==> src/hw/dac_regs_pkg.sv <==
// Register layout, frame layout and timing constants of the output converter
package dac_regs_pkg;

	// Frame layout: one address byte followed by one data word
	localparam int FRAME_BITS = 24;
	localparam int DATA_WIDTH = 16;
	localparam int ADDR_MSB = 23;
	localparam int ADDR_LSB = 16;

	// Address bytes of the write frames
	localparam logic [7:0] ADDR_DATA = 8'h01;
	localparam logic [7:0] ADDR_CONTROL = 8'h55;
	localparam logic [7:0] ADDR_CONFIG = 8'h57;
	localparam logic [7:0] ADDR_GAIN = 8'h58;
	localparam logic [7:0] ADDR_ZERO = 8'h59;

	// Reset values
	localparam logic [15:0] CONTROL_RESET = 16'h0000;
	localparam logic [15:0] CONFIG_RESET = 16'h0000;
	localparam logic [15:0] GAIN_RESET = 16'h0000;
	localparam logic [15:0] ZERO_RESET = 16'h0000;
	localparam logic [15:0] DATA_RESET = 16'h0000;

	// Codes used as clear values
	localparam logic [15:0] CODE_ZERO = 16'h0000;
	localparam logic [15:0] CODE_MIDSCALE = 16'h8000;

	// Bit positions inside the range field
	localparam int RANGE_BIPOLAR_BIT = 1;
	localparam int RANGE_CURRENT_BIT = 2;

	// Slew update base period, scaled by a power of two per clock field step
	localparam int SYS_CLK_NS = 10;
	localparam int SLEW_BASE_NS = 1000;
	localparam int SLEW_BASE_CYCLES =
		(SLEW_BASE_NS + SYS_CLK_NS - 1) / SYS_CLK_NS;

	// Control word, most significant field first
	typedef struct packed {
		logic clear_value_select;
		logic overrange_enable;
		logic external_resistor_enable;
		logic output_enable_bit;
		logic [3:0] slew_clock_field;
		logic [2:0] slew_step_field;
		logic slew_enable;
		logic chain_enable;
		logic [2:0] range_field;
	} control_t;

	// Configuration word, most significant field first
	typedef struct packed {
		logic [4:0] reserved_high;
		logic [1:0] current_span_select;
		logic both_outputs_enable;
		logic alternate_powerdown;
		logic reserved_low;
		logic [5:0] other_bits;
	} config_t;

	// Analog front-end steering presented to the output stage
	typedef struct packed {
		logic voltage_on;
		logic current_on;
		logic [2:0] voltage_span;
		logic [1:0] current_span;
		logic overrange;
		logic external_resistor;
		logic sense_to_ground;
	} output_state_t;

endpackage
==> src/hw/dac_config_regs.sv <==
// Serial-written control, configuration and trim registers with output slew
module dac_config_regs #(
	parameter int unsigned SLEW_BASE_CYCLES = dac_regs_pkg::SLEW_BASE_CYCLES
) (
	input wire logic sys_clk,
	input wire logic rst_n,
	input wire logic sclk_pin,
	input wire logic sdi_pin,
	input wire logic latch_pin,
	input wire logic clear_pin,
	output logic sdo,
	output dac_regs_pkg::output_state_t out_state,
	output logic [15:0] dac_code,
	output logic [15:0] gain_trim_bits,
	output logic signed [15:0] zero_trim_bits,
	output logic slew_active
);

	// Clear value for the present range and clear select
	function automatic logic [15:0] clear_code(dac_regs_pkg::control_t c);
		logic bipolar;
		bipolar = !c.range_field[dac_regs_pkg::RANGE_CURRENT_BIT] &&
			c.range_field[dac_regs_pkg::RANGE_BIPOLAR_BIT];
		if (c.clear_value_select) begin
			clear_code = bipolar ? dac_regs_pkg::CODE_ZERO
				: dac_regs_pkg::CODE_MIDSCALE;
		end else begin
			clear_code = bipolar ? dac_regs_pkg::CODE_MIDSCALE
				: dac_regs_pkg::CODE_ZERO;
		end
	endfunction

	// Code increment per slew update
	function automatic logic [15:0] slew_increment(logic [2:0] step);
		slew_increment = 16'h0001 << step;
	endfunction

	// Pin order inside the synchroniser vectors
	localparam int P_SCLK = 0;
	localparam int P_SDI = 1;
	localparam int P_LATCH = 2;
	localparam int P_CLEAR = 3;

	logic [3:0] pins_meta_ff;
	logic [3:0] pins_sync_ff;
	logic [3:0] pins_prev_ff;
	logic [23:0] shift_ff;
	logic sdo_ff;
	dac_regs_pkg::control_t control_ff;
	dac_regs_pkg::config_t config_ff;
	logic [15:0] data_ff;
	logic [15:0] gain_ff;
	logic [15:0] zero_ff;
	logic [15:0] code_ff;
	logic [31:0] tick_cnt_ff;
	dac_regs_pkg::output_state_t out_ff;

	// Two-stage synchronisers, then a history stage for edge detection
	always_ff @(posedge sys_clk) begin
		pins_meta_ff <= {clear_pin, latch_pin, sdi_pin, sclk_pin};
		pins_sync_ff <= pins_meta_ff;
		pins_prev_ff <= pins_sync_ff;
	end

	// Edges and levels of the synchronised pins
	wire sclk_rise = pins_sync_ff[P_SCLK] && !pins_prev_ff[P_SCLK];
	wire sclk_fall = !pins_sync_ff[P_SCLK] && pins_prev_ff[P_SCLK];
	wire latch_rise = pins_sync_ff[P_LATCH] && !pins_prev_ff[P_LATCH];
	wire clear_level = pins_sync_ff[P_CLEAR];

	// Frame fields as they stand in the shift register
	wire [7:0] frame_addr = shift_ff[dac_regs_pkg::ADDR_MSB:
		dac_regs_pkg::ADDR_LSB];
	wire [15:0] frame_data = shift_ff[15:0];
	wire dac_regs_pkg::control_t frame_control = frame_data;

	// Write strobes, all taken on the latch rising edge
	wire we_control = latch_rise &&
		frame_addr == dac_regs_pkg::ADDR_CONTROL;
	wire we_config = latch_rise &&
		frame_addr == dac_regs_pkg::ADDR_CONFIG;
	wire we_data = latch_rise && frame_addr == dac_regs_pkg::ADDR_DATA;
	wire we_gain = latch_rise && frame_addr == dac_regs_pkg::ADDR_GAIN;
	wire we_zero = latch_rise && frame_addr == dac_regs_pkg::ADDR_ZERO;
	wire range_change = we_control &&
		frame_control.range_field != control_ff.range_field;

	// Serial shift in on sclk rise; chained output on sclk fall
	always_ff @(posedge sys_clk) begin
		if (!rst_n) begin
			shift_ff <= 24'h000000;
			sdo_ff <= 1'b0;
		end else begin
			if (sclk_rise) begin
				shift_ff <= {shift_ff[22:0], pins_sync_ff[P_SDI]};
			end
			if (sclk_fall) begin
				sdo_ff <= control_ff.chain_enable && shift_ff[23];
			end
		end
	end

	// Next register values
	wire [15:0] nxt_control = we_control ? frame_data : control_ff;
	wire [15:0] nxt_config = we_config ? shift_ff[15:0] : config_ff;
	wire [15:0] nxt_gain = we_gain ? frame_data : gain_ff;
	wire [15:0] nxt_zero = we_zero ? frame_data : zero_ff;
	wire [15:0] nxt_data = we_data ? frame_data
		: range_change ? dac_regs_pkg::DATA_RESET : data_ff;

	// Register storage with documented reset defaults
	always_ff @(posedge sys_clk) begin
		if (!rst_n) begin
			control_ff <= dac_regs_pkg::CONTROL_RESET;
			config_ff <= dac_regs_pkg::CONFIG_RESET;
			gain_ff <= dac_regs_pkg::GAIN_RESET;
			zero_ff <= dac_regs_pkg::ZERO_RESET;
			data_ff <= dac_regs_pkg::DATA_RESET;
		end else begin
			control_ff <= nxt_control;
			config_ff <= nxt_config;
			gain_ff <= nxt_gain;
			zero_ff <= nxt_zero;
			data_ff <= nxt_data;
		end
	end

	// Output steering decode
	wire dual = config_ff.both_outputs_enable;
	wire is_current = control_ff.range_field[dac_regs_pkg::RANGE_CURRENT_BIT];
	wire en = control_ff.output_enable_bit;
	dac_regs_pkg::output_state_t nxt_out;
	assign nxt_out.voltage_on = en && (dual || !is_current);
	assign nxt_out.current_on = en && (dual || is_current);
	assign nxt_out.voltage_span = control_ff.range_field;
	assign nxt_out.current_span = dual ? config_ff.current_span_select
		: control_ff.range_field[1:0];
	assign nxt_out.overrange = control_ff.overrange_enable;
	assign nxt_out.external_resistor =
		control_ff.external_resistor_enable;
	assign nxt_out.sense_to_ground = config_ff.alternate_powerdown;

	always_ff @(posedge sys_clk) begin
		if (!rst_n) begin
			out_ff <= '0;
		end else begin
			out_ff <= nxt_out;
		end
	end

	// Target code: clear value while clear is held, else the data register
	wire [15:0] clear_value = clear_code(control_ff);
	wire [15:0] target = clear_level ? clear_value : data_ff;
	wire slewing = control_ff.slew_enable && !clear_level &&
		code_ff != target;
	wire [31:0] slew_period = SLEW_BASE_CYCLES <<
		control_ff.slew_clock_field;
	wire slew_tick = slewing && tick_cnt_ff >= slew_period - 32'd1;
	wire [15:0] step = slew_increment(control_ff.slew_step_field);
	wire [15:0] gap_up = target - code_ff;
	wire [15:0] gap_down = code_ff - target;
	wire [15:0] slew_next = (code_ff < target)
		? ((gap_up <= step) ? target : code_ff + step)
		: ((gap_down <= step) ? target : code_ff - step);
	wire [15:0] nxt_code = slewing ? (slew_tick ? slew_next : code_ff)
		: target;

	// Slew divider, held at zero while not slewing
	always_ff @(posedge sys_clk) begin
		if (!rst_n || !slewing || slew_tick) begin
			tick_cnt_ff <= 32'd0;
		end else begin
			tick_cnt_ff <= tick_cnt_ff + 32'd1;
		end
	end

	// Shared output code, starting at the reset clear value
	always_ff @(posedge sys_clk) begin
		if (!rst_n) begin
			code_ff <= dac_regs_pkg::CODE_ZERO;
		end else begin
			code_ff <= nxt_code;
		end
	end

	assign sdo = sdo_ff;
	assign out_state = out_ff;
	assign dac_code = code_ff;
	assign gain_trim_bits = gain_ff;
	assign zero_trim_bits = zero_ff;
	assign slew_active = slewing;
endmodule

==> config.mk <==
export PLATFORM = sky130hd
export DESIGN_NAME = dac_config_regs
export DESIGN_NICKNAME = d
export VERILOG_FILES = /design/src/hw/dac_regs_pkg.sv /design/src/hw/dac_config_regs.sv
export SDC_FILE = /design/constraint.sdc
export NUM_CORES = 1
export LEC_CHECK = 0
export BUFFER_PORTS_ARGS = -buffer_cell sky130_fd_sc_hd__buf_4
export CAP_MARGIN = 20
export CORE_MARGIN = 2
export CORE_UTILIZATION = 40
export CTS_CLUSTER_SIZE = 24
export DETAILED_ROUTE_END_ITERATION = 16
export PLACE_DENSITY = 0.6
export SLEW_MARGIN = 20
export SYNTH_ARGS = -nofsm -noshare
export SYNTH_HDL_FRONTEND = slang
export SYNTH_SLANG_ARGS = --single-unit
==> constraint.sdc <==
create_clock -name sys_clk -period 5.1 [get_ports sys_clk]
set_input_delay 1.02 -clock sys_clk [delete_from_list [all_inputs] [get_ports sys_clk]]
set_output_delay 1.02 -clock sys_clk [all_outputs]
set_load 0.05 [all_outputs]
==> reports/qor.yml <==
cells_and_area:
  drive_above_1_share_pct: 11.3
  diodes: 0
  syn2layout_area_growth_pct: 13.0
  nets: 1472
yosys:
  avgSynthCellArea_um2: 8.18
  ys_seq_area_share_pct: 30.0
  async_reset_ff_share_pct: 0
  synth-edff-count: 0
  synth_simple_gate_area_share_pct: 20.9
  synth_fa_ha_area_share_pct: 12.1
  mappedNetlistArea_um2: 10800
  synth-compound-area-share_pct: 19.1
  synth.area.mux_share_pct: 5.79
  synth_warnings: 0
  synth-main-ff-cell: "dfxtp_1"
  synth_top_family_by_area: "simple AND/OR/NAND/NOR gates"
  ys_ff_latch: 161
  ys_types: 84
  synth_xor_xnor_area_share_pct: 6.27
  synthCells: 1315
worst_setup_path:
  crit_chain: "inv_1 > ha_1 > inv_1 > nor2_1 > a211oi_1 > nand3b_1 > nor2_1 > nand2_1 > o311ai_0 > o41ai_1 > nand2_1 > ha_1 > o21ai_0 > o21ai_0 > a31oi_1 > o211ai_1 > nor3_2 > inv_1 > o41ai_1 > a31oi_1 > a221oi_2"
  slowest_delay_ns: 0.42
  path_max_fanout: 14
  crit_top_cell: "inv_1"
  required_ns: 5.45
  arrival_ns: 5.06
  rrSetupSlack_ns: 0.39
  path_buf_inv: 3
  worstReg2RegEnd: "dac_code[3]"
  crit_path_end: "dac_code[3]"
  worstSetupStartpointType: "flop"
  slowest_stage: "o311ai_0"
  crit_start: "control_ff[8]"
  endpoint_kind: "flop"
  rr_startpoint: "control_ff[8]"
  path_delay_family: "compound AO/OA/AOI/OAI gates"
  ff2ff_path_depth: 21
  path_depth: 21
  critPathKind: "reg2reg"
clocking:
  cts_setup_buffers: 0
  ctsResizeCount: 0
  cts_hold_buf: 0
  clk-insertion-delay-late_ns: 0.43
  clock_sinks: 161
  cts_buffer_depth: 2
  cts_tree: "done"
  ctsHtreeMaxLevel: 4
  cts-root-buf: "clkbuf_16"
  cts_buffers: 17
  clkTransAtPathRegs_ns: 0.07
floorplanning:
  num_rows: 60
  coreArea_um2: 26700
  initial_core_util_pct: 40.4
  die_y_um: 168
  die_area_um2: 28200
  boundaryPins: 66
  die_w_um: 168
global_routing:
  grt.total_usage_pct: 20.3
  grt_pass1_wl_mm: 46.5
  grt_antenna_before_repair: 1
  grt_pass1_vias: 8669
  grt_max_degree: 89
  gr-total-overflow: 0
place:
  detailedPlace.worstSlack_ns: 0.236
  dp_hpwl_mm: 21.8
  place_congestion: 0.892
  io_buffers: 65
route:
  drt_wl_total_mm: 28.9
  antenna_left: 0
  viasPerCell: 5.55
  drt_iter0_drc: 813
  dr.pass1.iters: 6
  drc: 0
  num_vias: 9533
  wl_per_cell_um: 16.8
timing:
  holdWs_ns: 0.328
  finalCritPeriodShare_pct: 92.4
  period_needed_ns: 4.71
  fmax_ghz: 0.212
  fin_ws_ns: 0.390
  clock-skew-final_ns: 0.0140
  final_hold_viol_count: 0
  max_slew_margin_pct: 34.7
  setup_viol: 0
  worst_slew_pin_slew_ns: 0.967
  drv_slew: 0
  rsz0062_at_grt: "no"
  fin_tns_setup_ns: 0
outcome:
  outcome: "complete, no violations"
pwr:
  peakVddDrop_mv: 0.221
  leakage_nw: 5.04
  power.density_nw_per_um2: 216
flow_run:
  drv_cap: 0
min_path:
  worstHoldPathType: "reg2reg"
  holdPathStages: 0
routing by layer:
layer / GRT usage (%) / part of all wire, % / vias to the layer above
met5: 0 / 0 / -
met1: 28.9 / 48 / 4450
met2: 31.0 / 44 / 294
met3: 3.48 / 5.8 / 53
li1: - / - / 4736
met4: 7.26 / 2.6 / 0
cell usage in the layout, fill, tap and decap left out, types with 5 or more instances in the layout:
cell type / n
a22oi_1: 19
nor3_1: 25
xor2_1: 32
nand2_1: 120
a21o_1: 12
o21ai_0: 45
nand3_1: 29
o41ai_1: 7
or4_1: 5
a211oi_1: 15
buf_4: 88
dfxtp_1: 160
conb_1: 10
and2_1: 9
mux2i_1: 60
xnor2_1: 45
clkbuf_16: 17
nor2_1: 165
o211ai_1: 12
inv_6: 5
o21a_1: 12
nand4_1: 26
nand2b_1: 30
or3_1: 6
a31oi_1: 14
and3_1: 10
nor4_1: 7
nor2b_1: 12
a21oi_1: 92
o21bai_1: 7
inv_1: 67
ha_1: 98
o221ai_1: 8
worst min-delay path by stage:
stage	from	to
2_1_floorplan	pins_meta_ff[0]	pins_sync_ff[0]
3_3_place_gp	pins_meta_ff[2]	pins_sync_ff[2]
3_5_place_dp	pins_meta_ff[2]	pins_sync_ff[2]
4_1_cts	pins_meta_ff[1]	pins_sync_ff[1]
5_1_grt	pins_meta_ff[1]	pins_sync_ff[1]
6_report	pins_meta_ff[2]	pins_sync_ff[2]
cell usage after synthesis (9+ instances only):
cell	n	area [um2]
ha_1	98	1230
a211oi_1	15	113
nand3_1	29	145
o211ai_1	12	90.1
a31oi_1	14	87.6
clkbuf_1	47	176
o21ai_0	45	225
nor2_1	166	623
nand4_1	26	163
nor3_1	25	125
xor2_1	32	280
nand2b_1	31	194
and3_1	10	62.6
inv_1	67	251
and2_1	9	56.3
xnor2_1	45	394
nor2b_1	12	75.1
o21a_1	12	90.1
a22oi_1	19	143
dfxtp_1	161	3220
a21o_1	12	90.1
mux2i_1	60	601
a21oi_1	93	465
nand2_1	120	450
logic make-up (layout without fill, tap and decap cells):
| family | count (synthesis) | count (layout) |
|---|---|---|
| buffers and inverters | 137 | 189 |
| other | 1 | 10 |
| muxes | 62 | 62 |
| xor gates and xnor gates | 77 | 77 |
| and+or+nand+nor | 473 | 473 |
| AOI/OAI and AO/OA | 302 | 302 |
| adders and majority gates | 102 | 102 |
| DFF | 161 | 161 |
flip-flops by register name (all words and copies together), names as in the netlist:
name	cells
en	1
config_ff	3
tick_cnt_ff	32
dac_code	16
dual	1
data_ff	16
out_state	10
shift_ff	24
pins_meta_ff	4
pins_prev_ff	2
pins_sync_ff	4
sdo	1
zero_trim_bits	16
gain_trim_bits	16
control_ff	15
per-stage QoR:
step / cells / instance area [um2] / utilization [%] / total power [mW]
floorplan: 1324 / 10800 / - / 1.37
global placement: 1685 / 11500 / 43.3 / 1.38
detailed placement: 1686 / 11600 / 43.3 / 1.38
CTS: 1717 / 12100 / 45.5 / 2.65
global route: 1717 / 12200 / 45.6 / 2.71
finish: 1717 / 12200 / 45.6 / 2.63
cell type report:
cell class,count,area (um2)
inverter,69,259
clock inverter,13,145
clock buffer,18,439
fill,2587,14500
timing repair buffer,89,681
multi-input combinational,1026,6980
sequential,161,3220
tap,341,427
power by group:
part	leakage (nW)	internal (mW)	switching (mW)
Clock	0.281	0.702	0.568
Combinational	3.46	0.0279	0.0624
Sequential	1.30	1.26	0.00496
Total	5.04	1.99	0.635
Note: power is estimated with default switching activity, not from simulation.
